<file path="config.mk">
export PLATFORM = sky130hd
export DESIGN_NAME = halt_wake_ctrl
export DESIGN_NICKNAME = d
export VERILOG_FILES = /design/src/rtl/hwc_pkg.sv /design/src/rtl/hwc_sync.sv /design/src/rtl/halt_wake_ctrl.sv
export SDC_FILE = /design/constraint.sdc
export NUM_CORES = 1
export LEC_CHECK = 0
export ABC_AREA = 1
export BUFFER_PORTS_ARGS = -buffer_cell sky130_fd_sc_hd__clkbuf_2
export CAP_MARGIN = 20
export CORE_MARGIN = 2
export CORE_UTILIZATION = 54
export DETAILED_ROUTE_END_ITERATION = 8
export PLACE_DENSITY = 0.8
export SLEW_MARGIN = 20
export SYNTH_ARGS = -nofsm -noshare
export SYNTH_HDL_FRONTEND = slang
export SYNTH_SLANG_ARGS = --single-unit
</file>
<file path="constraint.sdc">
create_clock -name ref_clk -period 2.63 [get_ports ref_clk]
set_input_delay 0.6575 -clock ref_clk [delete_from_list [all_inputs] [get_ports ref_clk]]
set_output_delay 0.6575 -clock ref_clk [all_outputs]
set_load 0.02 [all_outputs]
</file>
<file path="src/rtl/hwc_pkg.sv">
// constants, states and register map for the halt mode wake-up controller
// assumes a single 100 MHz ref_clk domain and an AXI4-Lite register master
//
// Overview of operation
// RQ1: halt with both enables clear enters plain halt.
// RQ2: halt with realtime irq enable set, auto wake clear, enters active halt.
// RQ3: halt with auto wake set, realtime enable clear, enters rc timed halt.
// RQ4: plain halt exit by interrupt or reset restarts oscillator, waits 256/4096 cycles.
// RQ5: entering any halt forces condition code interrupt level bits to 10b.
// RQ6: plain halt stops main oscillator and all peripheral clocks.
// RQ7: halt with watchdog enabled and halt option clear issues watchdog reset.
// RQ8: active halt keeps only main oscillator and realtime base counter running.
// RQ9: active halt exits on realtime or wake interrupt; delay only on reset.
// RQ10: active halt never causes a watchdog reset on halt instruction.
// RQ11: rc timed halt runs rc oscillator, fixed divider, prescaler; sets flag, interrupt.
// RQ12: auto wake turns main oscillator on and waits stabilisation before service.
// RQ13: reading wake control status clears the wake flag and its interrupt.
// RQ14: measure bit in run mode enables rc and routes it to timer capture one.
// RQ15: rc timed halt exits on halt-exit interrupts or reset, like plain halt.
// RQ16: rc timed halt stops main oscillator and all peripheral clocks.
// RQ17: wake interrupt service pushes condition code and sets software priority level.
// RQ18: prescaler is 8 bits, resets to FFh, 00h forbidden.
// RQ19: halt time is 64 times prescaler rc periods plus rc start-up.
// RQ20: reset together with wake interrupt gives reset priority.
package hwc_pkg;
  // ********
  // register map
  // ********
  localparam logic [7:0] REG_WAKE_CTRL_STATUS = 8'h2B;
  localparam logic [7:0] REG_WAKE_PRESCALER   = 8'h2C;
  localparam logic [7:0] REG_MODE_CTRL        = 8'h30;
  localparam logic [7:0] REG_MODE_STATUS      = 8'h34;
  localparam logic [7:0] WAKE_PRESCALER_RST   = 8'hFF;
  localparam logic [7:0] WAKE_PRESCALER_BAD   = 8'h00;
  localparam int         BIT_AUTO_WAKE        = 0;
  localparam int         BIT_RC_MEASURE       = 1;
  localparam int         BIT_WAKE_FLAG        = 2;
  localparam int         BIT_RTC_IRQ_EN       = 0;
  localparam int         BIT_LONG_DELAY       = 1;
  localparam int         BIT_WDG_HALT_OPT     = 2;
  localparam logic [1:0] LEVEL_HALT_ENTRY     = 2'b10;
  localparam logic [1:0] AXI_OKAY             = 2'b00;
  localparam logic [1:0] AXI_SLVERR           = 2'b10;
  // ********
  // timing
  // ********
  localparam int SHORT_DELAY_CYC = 256;
  localparam int LONG_DELAY_CYC  = 4096;
  localparam int RC_FIXED_DIV    = 64;
  localparam int RC_START_CYC    = 16;

  typedef enum logic [2:0] {
    ST_RUN, ST_HALT, ST_ACTIVE_HALT, ST_RC_HALT, ST_STABILISE, ST_SERVICE
  } hwc_state_t;
endpackage

</file>
<file path="src/rtl/hwc_sync.sv">
// two flop synchroniser for one level
// assumes the input may change at any time relative to ref_clk
`timescale 1ns/1ps
module hwc_sync (
  input  wire logic ref_clk,
  input  wire logic rst_b,
  input  wire logic async_in,
  output logic      sync_out
);
  logic stage1_q;
  logic stage1_d;
  logic sync_d;

  always_comb
  begin
    stage1_d = async_in;
    sync_d   = stage1_q;
    if (!rst_b)
    begin
      stage1_d = 1'b0;
      sync_d   = 1'b0;
    end
  end

  always_ff @(posedge ref_clk)
  begin
    stage1_q <= stage1_d;
    sync_out <= sync_d;
  end
endmodule // hwc_sync

</file>
<file path="src/rtl/halt_wake_ctrl.sv">
// halt, active halt and rc timed halt sequencer with axi4-lite registers
// assumes cpu signals are on ref_clk; the rc clock arrives as a pin level
//
// Our own choices: the address map and register access over AXI4-Lite.
`timescale 1ns/1ps
module halt_wake_ctrl #(
  parameter int LONG_DELAY = hwc_pkg::LONG_DELAY_CYC
) (
  input  wire logic        ref_clk,
  input  wire logic        rst_b,
  input  wire logic [7:0]  s_axi_awaddr,
  input  wire logic        s_axi_awvalid,
  output logic             s_axi_awready,
  input  wire logic [31:0] s_axi_wdata,
  input  wire logic [3:0]  s_axi_wstrb,
  input  wire logic        s_axi_wvalid,
  output logic             s_axi_wready,
  output logic [1:0]       s_axi_bresp,
  output logic             s_axi_bvalid,
  input  wire logic        s_axi_bready,
  input  wire logic [7:0]  s_axi_araddr,
  input  wire logic        s_axi_arvalid,
  output logic             s_axi_arready,
  output logic [31:0]      s_axi_rdata,
  output logic [1:0]       s_axi_rresp,
  output logic             s_axi_rvalid,
  input  wire logic        s_axi_rready,
  input  wire logic        halt_exec,
  input  wire logic        watchdog_enabled,
  input  wire logic        halt_exit_irq,
  input  wire logic        rtc_irq,
  input  wire logic        irq_pending,
  input  wire logic        ext_reset,
  input  wire logic        wake_rc_clock,
  input  wire logic        cc_push_ack,
  input  wire logic [1:0]  service_level,
  output logic             main_osc_on,
  output logic             periph_clk_en,
  output logic             rtc_clk_en,
  output logic             rc_osc_on,
  output logic             timer_capture_input_one,
  output logic             cpu_run,
  output logic             force_cc_level,
  output logic [1:0]       cc_level,
  output logic             cc_push,
  output logic             fetch_reset_vector,
  output logic             service_irq,
  output logic             wake_irq,
  output logic             watchdog_reset
);
  // ********
  // pin synchronisers
  // ********
  logic rcSync;
  logic resetSync;
  hwc_sync uRcSync (.ref_clk(ref_clk), .rst_b(rst_b), .async_in(wake_rc_clock),
                    .sync_out(rcSync));
  hwc_sync uRstSync (.ref_clk(ref_clk), .rst_b(rst_b), .async_in(ext_reset),
                     .sync_out(resetSync));

  // ********
  // state
  // ********
  hwc_pkg::hwc_state_t state_q, state_d;
  logic        autoWake_q, autoWake_d;
  logic        rcMeasure_q, rcMeasure_d;
  logic        wakeFlag_q, wakeFlag_d;
  logic [7:0]  prescaler_q, prescaler_d;
  logic        rtcIrqEn_q, rtcIrqEn_d;
  logic        longDelay_q, longDelay_d;
  logic        wdgHaltOpt_q, wdgHaltOpt_d;
  logic [15:0] delayCnt_q, delayCnt_d;
  logic [5:0]  divCnt_q, divCnt_d;
  logic [7:0]  preCnt_q, preCnt_d;
  logic [4:0]  startCnt_q, startCnt_d;
  logic        rcPrev_q, rcPrev_d;
  logic        byReset_q, byReset_d;
  logic        awHave_q, awHave_d, wHave_q, wHave_d;
  logic [7:0]  awAddr_q, awAddr_d;
  logic [31:0] wData_q, wData_d;
  logic        wStrb0_q, wStrb0_d;
  logic        bValid_q, bValid_d, rValid_q, rValid_d;
  logic [1:0]  bResp_q, bResp_d, rResp_q, rResp_d;
  logic [31:0] rData_q, rData_d;
  logic        awReady_q, awReady_d, wReady_q, wReady_d, arReady_q, arReady_d;
  logic        mainOsc_q, mainOsc_d, perClk_q, perClk_d, rtcClk_q, rtcClk_d;
  logic        rcOn_q, rcOn_d, capIn_q, capIn_d, cpuRun_q, cpuRun_d;
  logic        forceCc_q, forceCc_d, ccPush_q, ccPush_d;
  logic [1:0]  ccLevel_q, ccLevel_d;
  logic        fetchRst_q, fetchRst_d, svcIrq_q, svcIrq_d;
  logic        wakeIrq_q, wakeIrq_d, wdgRst_q, wdgRst_d;

  logic        rcEdge;
  logic        doWrite;
  logic        readClear;
  logic        wakeSet;
  logic [15:0] delayLoad;

  always_comb
  begin
    state_d      = state_q;
    autoWake_d   = autoWake_q;
    rcMeasure_d  = rcMeasure_q;
    prescaler_d  = prescaler_q;
    rtcIrqEn_d   = rtcIrqEn_q;
    longDelay_d  = longDelay_q;
    wdgHaltOpt_d = wdgHaltOpt_q;
    delayCnt_d   = delayCnt_q;
    divCnt_d     = divCnt_q;
    preCnt_d     = preCnt_q;
    startCnt_d   = startCnt_q;
    byReset_d    = byReset_q;
    rcPrev_d     = rcSync;
    rcEdge       = rcSync & ~rcPrev_q;
    wakeSet      = 1'b0;
    wdgRst_d     = 1'b0;
    forceCc_d    = 1'b0;
    ccPush_d     = 1'b0;
    ccLevel_d    = ccLevel_q;
    fetchRst_d   = 1'b0;
    svcIrq_d     = 1'b0;
    delayLoad    = longDelay_q ? 16'(LONG_DELAY) : 16'(hwc_pkg::SHORT_DELAY_CYC);

    // bus slave: address and data latched in either order
    awHave_d  = awHave_q;
    wHave_d   = wHave_q;
    awAddr_d  = awAddr_q;
    wData_d   = wData_q;
    wStrb0_d  = wStrb0_q;
    bValid_d  = bValid_q;
    bResp_d   = bResp_q;
    rValid_d  = rValid_q;
    rResp_d   = rResp_q;
    rData_d   = rData_q;
    readClear = 1'b0;
    if (s_axi_awvalid && awReady_q)
    begin
      awHave_d = 1'b1;
      awAddr_d = s_axi_awaddr;
    end
    if (s_axi_wvalid && wReady_q)
    begin
      wHave_d  = 1'b1;
      wData_d  = s_axi_wdata;
      wStrb0_d = s_axi_wstrb[0];
    end
    doWrite = awHave_q && wHave_q && !bValid_q;
    if (doWrite)
    begin
      awHave_d = 1'b0;
      wHave_d  = 1'b0;
      bValid_d = 1'b1;
      bResp_d  = hwc_pkg::AXI_OKAY;
      unique case (awAddr_q)
        hwc_pkg::REG_WAKE_CTRL_STATUS:
          if (wStrb0_q)
          begin
            autoWake_d  = wData_q[hwc_pkg::BIT_AUTO_WAKE];
            rcMeasure_d = wData_q[hwc_pkg::BIT_RC_MEASURE];
          end
        hwc_pkg::REG_WAKE_PRESCALER:
          // a forbidden zero leaves the prescaler unchanged [RQ18]
          if (wStrb0_q && wData_q[7:0] != hwc_pkg::WAKE_PRESCALER_BAD)
            prescaler_d = wData_q[7:0];
        hwc_pkg::REG_MODE_CTRL:
          if (wStrb0_q)
          begin
            rtcIrqEn_d   = wData_q[hwc_pkg::BIT_RTC_IRQ_EN];
            longDelay_d  = wData_q[hwc_pkg::BIT_LONG_DELAY];
            wdgHaltOpt_d = wData_q[hwc_pkg::BIT_WDG_HALT_OPT];
          end
        hwc_pkg::REG_MODE_STATUS: ;
        default: bResp_d = hwc_pkg::AXI_SLVERR;
      endcase
    end
    if (bValid_q && s_axi_bready)
      bValid_d = 1'b0;
    if (s_axi_arvalid && arReady_q)
    begin
      rValid_d = 1'b1;
      rResp_d  = hwc_pkg::AXI_OKAY;
      rData_d  = 32'h0000_0000;
      unique case (s_axi_araddr)
        hwc_pkg::REG_WAKE_CTRL_STATUS:
        begin
          rData_d[hwc_pkg::BIT_AUTO_WAKE]  = autoWake_q;
          rData_d[hwc_pkg::BIT_RC_MEASURE] = rcMeasure_q;
          rData_d[hwc_pkg::BIT_WAKE_FLAG]  = wakeFlag_q;
          readClear = 1'b1; // [RQ13]
        end
        hwc_pkg::REG_WAKE_PRESCALER: rData_d[7:0] = prescaler_q;
        hwc_pkg::REG_MODE_CTRL:
        begin
          rData_d[hwc_pkg::BIT_RTC_IRQ_EN]   = rtcIrqEn_q;
          rData_d[hwc_pkg::BIT_LONG_DELAY]   = longDelay_q;
          rData_d[hwc_pkg::BIT_WDG_HALT_OPT] = wdgHaltOpt_q;
        end
        hwc_pkg::REG_MODE_STATUS: rData_d[2:0] = state_q;
        default: rResp_d = hwc_pkg::AXI_SLVERR;
      endcase
    end
    if (rValid_q && s_axi_rready)
      rValid_d = 1'b0;
    awReady_d = !awHave_d && !bValid_d;
    wReady_d  = !wHave_d && !bValid_d;
    arReady_d = !rValid_d;

    // ********
    // power mode sequencer
    // ********
    unique case (state_q)
      hwc_pkg::ST_RUN:
        if (halt_exec)
        begin
          forceCc_d = 1'b1; // [RQ5]
          ccLevel_d = hwc_pkg::LEVEL_HALT_ENTRY; // [RQ5]
          if (rtcIrqEn_q && !autoWake_q)
            state_d = hwc_pkg::ST_ACTIVE_HALT; // [RQ2] [RQ10]
          else if (watchdog_enabled && !wdgHaltOpt_q)
            wdgRst_d = 1'b1; // [RQ7]
          else if (autoWake_q && !rtcIrqEn_q)
          begin
            state_d    = hwc_pkg::ST_RC_HALT; // [RQ3]
            divCnt_d   = '0;
            preCnt_d   = '0;
            startCnt_d = '0;
          end
          else
            state_d = hwc_pkg::ST_HALT; // [RQ1]
        end
      hwc_pkg::ST_HALT, hwc_pkg::ST_ACTIVE_HALT, hwc_pkg::ST_RC_HALT:
      begin
        if (state_q == hwc_pkg::ST_RC_HALT && rcEdge)
        begin
          // start-up time first, then 64 rc periods per prescaler step [RQ19]
          if (startCnt_q != 5'(hwc_pkg::RC_START_CYC))
            startCnt_d = startCnt_q + 5'd1;
          else if (divCnt_q != 6'(hwc_pkg::RC_FIXED_DIV - 1))
            divCnt_d = divCnt_q + 6'd1; // [RQ11]
          else
          begin
            divCnt_d = '0;
            preCnt_d = preCnt_q + 8'd1;
            if (preCnt_q + 8'd1 == prescaler_q)
              wakeSet = 1'b1; // [RQ11]
          end
        end
        if (resetSync)
        begin
          // reset wins over any simultaneous wake source [RQ20]
          byReset_d  = 1'b1;
          state_d    = hwc_pkg::ST_STABILISE; // [RQ4] [RQ9] [RQ15]
          delayCnt_d = delayLoad;
        end
        else if (state_q == hwc_pkg::ST_ACTIVE_HALT && (rtc_irq || halt_exit_irq || irq_pending))
        begin
          // no stabilisation: oscillator never stopped [RQ9]
          byReset_d = 1'b0;
          state_d   = hwc_pkg::ST_SERVICE;
        end
        else if (state_q != hwc_pkg::ST_ACTIVE_HALT && (halt_exit_irq || irq_pending || wakeSet))
        begin
          byReset_d  = 1'b0;
          state_d    = hwc_pkg::ST_STABILISE; // [RQ4] [RQ12] [RQ15]
          delayCnt_d = delayLoad;
        end
      end
      hwc_pkg::ST_STABILISE:
        if (delayCnt_q == 16'd1)
          state_d = byReset_q ? hwc_pkg::ST_RUN : hwc_pkg::ST_SERVICE;
        else
          delayCnt_d = delayCnt_q - 16'd1;
      hwc_pkg::ST_SERVICE:
      begin
        ccPush_d  = 1'b1; // [RQ17]
        ccLevel_d = service_level; // [RQ17]
        if (cc_push_ack)
        begin
          svcIrq_d = 1'b1;
          state_d  = hwc_pkg::ST_RUN;
        end
      end
      default: state_d = hwc_pkg::ST_RUN;
    endcase
    if (state_q == hwc_pkg::ST_STABILISE && delayCnt_q == 16'd1 && byReset_q)
      fetchRst_d = 1'b1; // [RQ4] [RQ20]

    // set beats a clearing read in the same cycle
    wakeFlag_d = wakeSet ? 1'b1 : (readClear ? 1'b0 : wakeFlag_q); // [RQ13]
    wakeIrq_d  = wakeFlag_d; // [RQ11]

    // clock gating follows the next state
    mainOsc_d = !(state_d == hwc_pkg::ST_HALT || state_d == hwc_pkg::ST_RC_HALT); // [RQ6] [RQ16]
    rtcClk_d  = mainOsc_d; // [RQ8]
    perClk_d  = state_d == hwc_pkg::ST_RUN || state_d == hwc_pkg::ST_SERVICE; // [RQ6] [RQ8] [RQ16]
    cpuRun_d  = state_d == hwc_pkg::ST_RUN || state_d == hwc_pkg::ST_SERVICE;
    // rc runs in timed halt, or for calibration while in run [RQ14]
    rcOn_d    = state_d == hwc_pkg::ST_RC_HALT || (state_d == hwc_pkg::ST_RUN && rcMeasure_d);
    capIn_d   = state_d == hwc_pkg::ST_RUN && rcMeasure_d && rcSync; // [RQ14]

    if (!rst_b)
    begin
      state_d = hwc_pkg::ST_RUN;
      autoWake_d = 1'b0;
      rcMeasure_d = 1'b0;
      wakeFlag_d = 1'b0;
      prescaler_d = hwc_pkg::WAKE_PRESCALER_RST; // [RQ18]
      rtcIrqEn_d = 1'b0;
      longDelay_d = 1'b1;
      wdgHaltOpt_d = 1'b1;
      delayCnt_d = '0;
      divCnt_d = '0;
      preCnt_d = '0;
      startCnt_d = '0;
      rcPrev_d = 1'b0;
      byReset_d = 1'b0;
      awHave_d = 1'b0;
      wHave_d = 1'b0;
      awAddr_d = '0;
      wData_d = '0;
      wStrb0_d = 1'b0;
      bValid_d = 1'b0;
      bResp_d = hwc_pkg::AXI_OKAY;
      rValid_d = 1'b0;
      rResp_d = hwc_pkg::AXI_OKAY;
      rData_d = '0;
      awReady_d = 1'b0;
      wReady_d = 1'b0;
      arReady_d = 1'b0;
      mainOsc_d = 1'b1;
      perClk_d = 1'b1;
      rtcClk_d = 1'b1;
      rcOn_d = 1'b0;
      capIn_d = 1'b0;
      cpuRun_d = 1'b1;
      forceCc_d = 1'b0;
      ccPush_d = 1'b0;
      ccLevel_d = '0;
      fetchRst_d = 1'b0;
      svcIrq_d = 1'b0;
      wakeIrq_d = 1'b0;
      wdgRst_d = 1'b0;
    end
  end

  always_ff @(posedge ref_clk)
  begin
    state_q <= state_d;       autoWake_q <= autoWake_d;   rcMeasure_q <= rcMeasure_d;
    wakeFlag_q <= wakeFlag_d; prescaler_q <= prescaler_d; rtcIrqEn_q <= rtcIrqEn_d;
    longDelay_q <= longDelay_d; wdgHaltOpt_q <= wdgHaltOpt_d; delayCnt_q <= delayCnt_d;
    divCnt_q <= divCnt_d;     preCnt_q <= preCnt_d;       startCnt_q <= startCnt_d;
    rcPrev_q <= rcPrev_d;     byReset_q <= byReset_d;     awHave_q <= awHave_d;
    wHave_q <= wHave_d;       awAddr_q <= awAddr_d;       wData_q <= wData_d;
    wStrb0_q <= wStrb0_d;     bValid_q <= bValid_d;       bResp_q <= bResp_d;
    rValid_q <= rValid_d;     rResp_q <= rResp_d;         rData_q <= rData_d;
    awReady_q <= awReady_d;   wReady_q <= wReady_d;       arReady_q <= arReady_d;
    mainOsc_q <= mainOsc_d;   perClk_q <= perClk_d;       rtcClk_q <= rtcClk_d;
    rcOn_q <= rcOn_d;         capIn_q <= capIn_d;         cpuRun_q <= cpuRun_d;
    forceCc_q <= forceCc_d;   ccPush_q <= ccPush_d;       ccLevel_q <= ccLevel_d;
    fetchRst_q <= fetchRst_d; svcIrq_q <= svcIrq_d;       wakeIrq_q <= wakeIrq_d;
    wdgRst_q <= wdgRst_d;
  end

  assign s_axi_awready           = awReady_q;
  assign s_axi_wready            = wReady_q;
  assign s_axi_bresp             = bResp_q;
  assign s_axi_bvalid            = bValid_q;
  assign s_axi_arready           = arReady_q;
  assign s_axi_rdata             = rData_q;
  assign s_axi_rresp             = rResp_q;
  assign s_axi_rvalid            = rValid_q;
  assign main_osc_on             = mainOsc_q;
  assign periph_clk_en           = perClk_q;
  assign rtc_clk_en              = rtcClk_q;
  assign rc_osc_on               = rcOn_q;
  assign timer_capture_input_one = capIn_q;
  assign cpu_run                 = cpuRun_q;
  assign force_cc_level          = forceCc_q;
  assign cc_level                = ccLevel_q;
  assign cc_push                 = ccPush_q;
  assign fetch_reset_vector      = fetchRst_q;
  assign service_irq             = svcIrq_q;
  assign wake_irq                = wakeIrq_q;
  assign watchdog_reset          = wdgRst_q;
endmodule // halt_wake_ctrl

</file>
==> reports/metrics.csv, run 1 <==
metric;value;unit
status;completed;
CP top delay family;simple AND/OR/NAND/NOR gates;
Post-CTS Setup Bufs;0;
Fmax;421;MHz
CP Data Arrival Time;2650;ps
largest cells by area after synthesis;dfxtp_1, nand2_1, inv_1, nor2_1, a21oi_1;
count leader, synth;nand2_1;
clock-pin slew on the worst setup and hold paths;100;ps
min-delay worst type;reg2reg;
Initial Util;55.5;%
root buffer cell;clkbuf_8;
worst setup margin;257;ps
post-synth cell types;46;
Area Overhead vs Synth;11.0;%
Worst-Skew Late Latency;370;ps
Power Dens Cells;609;mW/mm2
# Max-Cap Violations;0;
Slew Limit Fails;0;
P_leak;2.61;nW
Worst slew margin;46.1;%
final worst-path cycle share;90.2;%
final setup vio count;0;
H-tree Lvls;3;
Avg Cell Area, Syn;7.21;um2
clock skew;12.9;ps
DP Worst Slack;192;ps
worst path cell trace;ha_1 > nand3_1 > nor2_2 > nand2_1 > nor2_1 > nand2_1 > nor2_1 > nand3_2 > nand2_2 > nand2_4 > a21boi_4 > nand2_1 > nor3_1 > nor2_1;
first-pass GRT wire length;18900;um
Die Wd;101;um
critical path type;reg2reg;
initial antenna violation count;0;
largest net degree at the start of global routing;49;
# IOs;124;
Synth Register Bits;103;
Slew @ Worst Pin;801;ps
final hold vios;0;
detailed placement HPWL;8730;um
I/O Buffers;70;
Post-synth EDFFs;0;
Synth Warn #;0;
Bufs and invs on worst path;0;
die area;0.0103;mm2
synthesized cell area;0.00513;mm2
ant diodes;0;
VDD IR max;0.361;mV
GRT Resource Usage Total;22.7;%
vias in the first global route;4463;
cell accounting for the most synthesized area;dfxtp_1;
RePlAce Congestion;0.857;
crit start category;register;
total gr overflow;0;
final critical path time including I/O delays and setup;2370;ps
CTS tree;yes;
CP Data Required Time;2900;ps
Core Rows;35;
sequential cell area fraction in the yosys report;40.2;%
ys async rst share;0;%
remaining routing DRC violations;0;
element type at the critical path end;register;
top cell type's share of synthesized area;40.2;%
total negative slack;0;ps
top post-synthesis cells by count;nand2_1, dfxtp_1, inv_1;
Slowest-stage cell, CP;dfxtp_1;
Wirelength per Cell;12.9;um
vias per cell;5.22;
Top FF cell, synth;dfxtp_1;
final WL;11800;um
CORE AREA;0.00924;mm2
Via Count;4764;
DRT iter0 DRCs;235;
Detail Route Antenna Nets;0;
Tot Pwr;3.47;mW
crit-path max FO;6;
layout cells sized above 1;17.6;%
Post-Syn Instances;711;
Final nets;855;
Crit path largest cell delay;410;ps
TritonCTS buffer count;9;
DIE HEIGHT;101;um
clock sinks;103;
CTS Hold Bufs;0;
Initial DRT Pass Iterations;5;
post_cts resized;0;
RSZ-0062 raised after global routing;false;
CTS Buffer Depth;2;
## registers in the layout, indices dropped and copies added (netlist names), 2 cells and up
register     cells
cc_level         2
delayCnt_q      16
divCnt_q         6
preCnt_q         8
awAddr_q         8
startCnt_q       5
prescaler_q      8
s_axi_rdata      8
wData_q          8
state_q          3
## cells in the final DEF, fill, tap and decap left out, types with 2 or more instances in the layout
| cell type | n |
|---|---|
| o211ai_1 | 8 |
| o22ai_1 | 2 |
| conb_1 | 26 |
| buf_4 | 6 |
| inv_1 | 87 |
| nor2_1 | 85 |
| clkinv_2 | 2 |
| nor3_1 | 14 |
| nor4_1 | 9 |
| nor2_2 | 7 |
| o21ai_0 | 45 |
| xnor2_1 | 3 |
| nand2_2 | 12 |
| nor3_2 | 2 |
| nand3_2 | 2 |
| nand4_1 | 8 |
| nand3b_1 | 2 |
| nor2_4 | 5 |
| and3_1 | 2 |
| inv_6 | 2 |
| a211oi_1 | 7 |
| a211oi_2 | 3 |
| nor3b_1 | 3 |
| clkbuf_2 | 70 |
| inv_2 | 5 |
| o21ai_1 | 5 |
| xor2_1 | 5 |
| nand2_1 | 124 |
| nand3_1 | 37 |
| a31oi_1 | 6 |
| o21ai_2 | 2 |
| a21oi_1 | 53 |
| dfxtp_1 | 103 |
| clkbuf_8 | 9 |
| ha_1 | 6 |
| nand2_4 | 2 |
| inv_8 | 2 |
## worst paths after layout
path	startpoint	slack, ps	depth (start not counted)	end
worst min-delay path	uRcSync.stage1_q$_SDFF_PN0_	430	2	uRcSync.sync_out$_SDFF_PN0_
worst max-delay path	divCnt_q[0]$_SDFFE_PN0P_	260	14	delayCnt_q[7]$_SDFFE_PN0P_
worst max register to register	divCnt_q[0]$_SDFFE_PN0P_	260	14	delayCnt_q[7]$_SDFFE_PN0P_
worst min register to register	uRcSync.stage1_q$_SDFF_PN0_	430	2	uRcSync.sync_out$_SDFF_PN0_
## cell families (layout without fill, tap and decap cells)
| kind of cell | Yosys count | in the layout | synth area share (%) |
|---|---|---|---|
| AOI/OAI and AO/OA | 139 | 140 | 16.0 |
| xor gates and xnor gates | 8 | 8 | 1.37 |
| adders and majority gates | 6 | 6 | 1.46 |
| buffers and inverters | 138 | 185 | 12.5 |
| DFF | 103 | 103 | 40.2 |
| other | 1 | 26 | 0.0732 |
| and+or+nand+nor | 316 | 316 | 28.4 |
## routing by layer
layer / wire length [um] / vias up / GRT usage [%]
met2: 5760 / 169 / 40.0
li1: - / 2411 / -
met1: 5110 / 2167 / 27.2
met4: 160 / 0 / 6.86
met5: 0 / - / 0
met3: 760 / 17 / 5.66
## final cells by class
cell class,instances,area [um2]
Fill cell,852,3550
Multi-Input combinational cell,496,2530
Sequential cell,103,2060
Timing Repair Buffer,77,415
Inverter,93,350
Tap cell,129,161
Clock buffer,9,124
Clock inverter,6,52.6
## worst min-delay path, stage by stage (launching register included)
cell     delay (ps)
dfxtp_1         310
nand2_1          50
inv_1            40
## power by group
group          leakage [nW]  switching (mW)  internal (mW)
sequential            0.840          0.0833           1.66
clock                0.0899           0.567          0.358
combinational          1.68           0.526          0.277
total                  2.61            1.18           2.29
## stage by stage
step                cells  utilization [%]  hold slack (ps)  instance area (um2)
finish                913             61.6              428                 5690
global route          913             61.6              454                 5690
CTS                   908             61.2              435                 5650
detailed placement    893             59.2              416                 5470
global placement      893             59.2              415                 5470
floorplan             736                -              390                 5220
Note: power is estimated with default switching activity, not from simulation.
==> run 2: changes to the inputs <==
--- a/config.mk
+++ b/config.mk
@@ -15,4 +15,5 @@
 export SLEW_MARGIN = 20
 export SYNTH_ARGS = -nofsm -noshare
 export SYNTH_HDL_FRONTEND = slang
+export SYNTH_HIERARCHICAL = 1
 export SYNTH_SLANG_ARGS = --single-unit
==> run 2 against run 1 <==
  * Sequential share of layout area shrank 0.056 points
  * Sequential cell count is the same
  * Synthesized cell count shrank 0.42%
  * Sequential power is essentially flat
  * Clock power grew 17%
  * Critical path depth is the same
  * Count of clock-buffer cells in the layout grew 2
  * Clock skew shrank 3.2 ps
  * Critical path type unchanged
==> reports/metrics.csv, run 2 <==
metric;value;unit;change
worst path cell trace;ha_1 > nand3_1 > o21ai_2 > a21boi_1 > nor2_1 > nand3_2 > nand2_2 > nand2_4 > nand3_4 > nand2_4 > inv_4 > nand2_1 > o21ai_0 > a21oi_1;;
Tot Pwr;3.61;mW;+4.2%
P_leak;2.55;nW;-2.3%
TritonCTS buffer count;9;;unchanged
crit start category;register;;
post-synth cell types;44;;-4.3%
Wirelength per Cell;13.0;um;+0.37%
Worst Hold Launch;uRstSync/stage1_q$_SDFF_PN0_;;
ys async rst share;0;%;unchanged
clock-pin slew on the worst setup and hold paths;100;ps;about the same
largest net degree at the start of global routing;40;;-18%
first-pass GRT wire length;19500;um;+3.6%
initial antenna violation count;0;;unchanged
min-delay worst type;reg2reg;;
Synth Register Bits;103;;unchanged
sequential cell area fraction in the yosys report;40.1;%;-0.15 points
element type at the critical path end;register;;
Bufs and invs on worst path;1;;+1
Post-Syn Instances;708;;-0.42%
CORE AREA;0.00924;mm2;unchanged
VDD IR max;0.325;mV;-9.9%
WHS;420;ps;-8.26 ps
RePlAce Congestion;0.935;;+9.1%
detailed placement HPWL;8910;um;+2.0%
Final nets;848;;-0.82%
Largest Register;delayCnt_q;;
Fmax;421;MHz;-0.14%
GRT Resource Usage Total;23.4;%;+0.73 points
post_cts resized;0;;unchanged
Via Count;4732;;-0.67%
Post-CTS Setup Bufs;0;;unchanged
RSZ-0062 raised after global routing;false;;
vias in the first global route;4510;;+1.1%
crit-path max FO;14;;+8
I/O Buffers;70;;unchanged
remaining routing DRC violations;0;;unchanged
Worst-Skew Late Latency;370;ps;about the same
reg2reg setup slack;250;ps;about the same
commonest cells after routing, fill and taps aside;nand2_1, dfxtp_1, nor2_1, inv_1, clkbuf_2;;
final WL;11800;um;-0.29%
# Max-Cap Violations;0;;unchanged
Synth Warn #;6;;+6
most used cell, CP;nand2_4;;
top post-synthesis cells by count;nand2_1, dfxtp_1, inv_1, nor2_1, a21oi_1;;
R2R cell count;14;;unchanged
CP Data Required Time;2900;ps;about the same
die area;0.0103;mm2;+0.36%
total negative slack;0;ps;unchanged
Slew Limit Fails;0;;unchanged
Avg Cell Area, Syn;7.27;um2;+0.79%
DIE HEIGHT;102;um;+0.18%
Core Rows;35;;unchanged
Top FF cell, synth;dfxtp_1;;
DRT iter0 DRCs;232;;-1.3%
synthesized cell area;0.00514;mm2;+0.37%
final critical path time including I/O delays and setup;2380;ps;+3.31 ps
Initial Util;55.7;%;+0.20 points
root buffer cell;clkbuf_8;;
count leader, synth;nand2_1;;
clock sinks;103;;unchanged
Post-synth EDFFs;0;;unchanged
top cell type's share of synthesized area;40.1;%;-0.15 points
# IOs;124;;unchanged
total gr overflow;0;;unchanged
CTS Hold Bufs;0;;unchanged
Crit path largest cell delay;420;ps;about the same
max reg flops;16;;unchanged
vias per cell;5.22;;about the same
FILL cells;828;;-2.8%
final hold vios;0;;unchanged
Area Overhead vs Synth;10.8;%;
final setup vio count;0;;unchanged
Slowest-stage cell, CP;dfxtp_1;;
Die Wd;102;um;+0.18%
CP Data Arrival Time;2640;ps;about the same
clock skew;9.67;ps;-3.25 ps
layout cells sized above 1;17.6;%;about the same
Power Dens Cells;634;mW/mm2;+4.0%
cell accounting for the most synthesized area;dfxtp_1;;
largest cells by area after synthesis;dfxtp_1, nand2_1, inv_1, nor2_1, a21oi_1;;
Placed Area;0.00549;mm2;+0.23%
worst reg2reg path endpoint;delayCnt_q[6]$_SDFFE_PN0P_;;
critical path type;reg2reg;;
H-tree Lvls;3;;unchanged
most common cell after layout, fill and taps aside;nand2_1;;
CTS Buffer Depth;2;;unchanged
Detail Route Antenna Nets;0;;unchanged
worst reg2reg startpoint;preCnt_q[0]$_SDFFE_PN0P_;;
CTS tree;yes;;
CP top delay family;simple AND/OR/NAND/NOR gates;;
final worst-path cycle share;90.4;%;+0.13 points
ant diodes;0;;unchanged
hold depth;2;;unchanged
Initial DRT Pass Iterations;4;;-1
Hold Path Sink;uRstSync/sync_out$_SDFF_PN0_;;
status;completed;;
final instance area;0.00570;mm2;+0.15%
==> run 2: changes by cell type in the layout (fill, tap and decap cells not counted), sizes merged, moves of 3 or more <==
| cell | change |
|---|---|
| nor4 | -3 |
| a21oi | +3 |
| nor2 | -6 |
| inv | -9 |
| nand2 | +4 |
| nor3 | +4 |
==> run 2: how the worst max path moves through the flow <==
stage / slack, ps / cells past startpoint / end / start
detailed placement: 270 / 14 / delayCnt_q[6]$_SDFFE_PN0P_ / preCnt_q[0]$_SDFFE_PN0P_
finish: 250 / 14 / delayCnt_q[6]$_SDFFE_PN0P_ / preCnt_q[0]$_SDFFE_PN0P_
global route: 1 / 14 / delayCnt_q[6]$_SDFFE_PN0P_ / preCnt_q[0]$_SDFFE_PN0P_
global placement: 330 / 17 / delayCnt_q[6]$_SDFFE_PN0P_ / startCnt_q[0]$_SDFFE_PN0P_
CTS: 240 / 14 / delayCnt_q[6]$_SDFFE_PN0P_ / preCnt_q[0]$_SDFFE_PN0P_
floorplan: 630 / 14 / delayCnt_q[12]$_SDFFE_PN0P_ / preCnt_q[0]$_SDFFE_PN0P_
==> run 2: cell type report <==
class | count | area (um2) | area share (%)
inverters | 87 | 329 | 5.77
flip-flops and latches | 103 | 2060 | 36.2
well taps | 129 | 161 | 2.83
clock buffers | 11 | 131 | 2.30
multi-input cells | 496 | 2540 | 44.5
repair buffers | 76 | 395 | 6.94
clock inverters | 5 | 82.6 | 1.45
==> run 2: kinds of logic (layout without fill, tap and decap cells) <==
family                   after synthesis  count (layout)  share of synthesized area (%)
AND/OR/NAND/NOR                      315             315                           28.3
AO/OA/AOI/OAI                        139             139                           16.0
buffers and inverters                134             179                           12.4
flip-flops                           103             103                           40.1
XOR/XNOR                              10              10                           1.70
adder cells (fa/ha/maj)                6               6                           1.46
other                                  1              26                         0.0729
==> run 2: per-layer routing <==
metal,vias to the layer above,track usage [%],wire length (um)
li1,2401,-,-
met1,2171,27.9,5250
met2,140,41.4,5760
met3,20,3.86,512
met4,0,10.1,224
met5,-,0,0
==> run 2: power by group <==
| group | total (mW) | internal (mW) | switching (mW) |
|---|---|---|---|
| Sequential | 1.75 | 1.66 | 0.0899 |
| Clock | 1.08 | 0.539 | 0.545 |
| Combinational | 0.783 | 0.268 | 0.515 |
| Total | 3.61 | 2.46 | 1.15 |
==> run 2: worst register-to-register path, stage by stage (launching register included) <==
cell	delay (ps)
dfxtp_1	420
ha_1	310
nand3_1	170
o21ai_2	200
a21boi_1	80
nor2_1	140
nand3_2	120
nand2_2	90
nand2_4	60
nand3_4	80
nand2_4	130
inv_4	180
nand2_1	90
o21ai_0	140
a21oi_1	60
==> run 2: stage by stage <==
stage | utilization [%] | setup slack [ps] | std cells
after floorplan | - | 627 | 733
after global placement | 59.4 | 327 | 891
after detailed placement | 59.4 | 272 | 891
after CTS | 61.7 | 241 | 907
after global routing | 61.7 | 1.35 | 907
final | 61.7 | 253 | 907
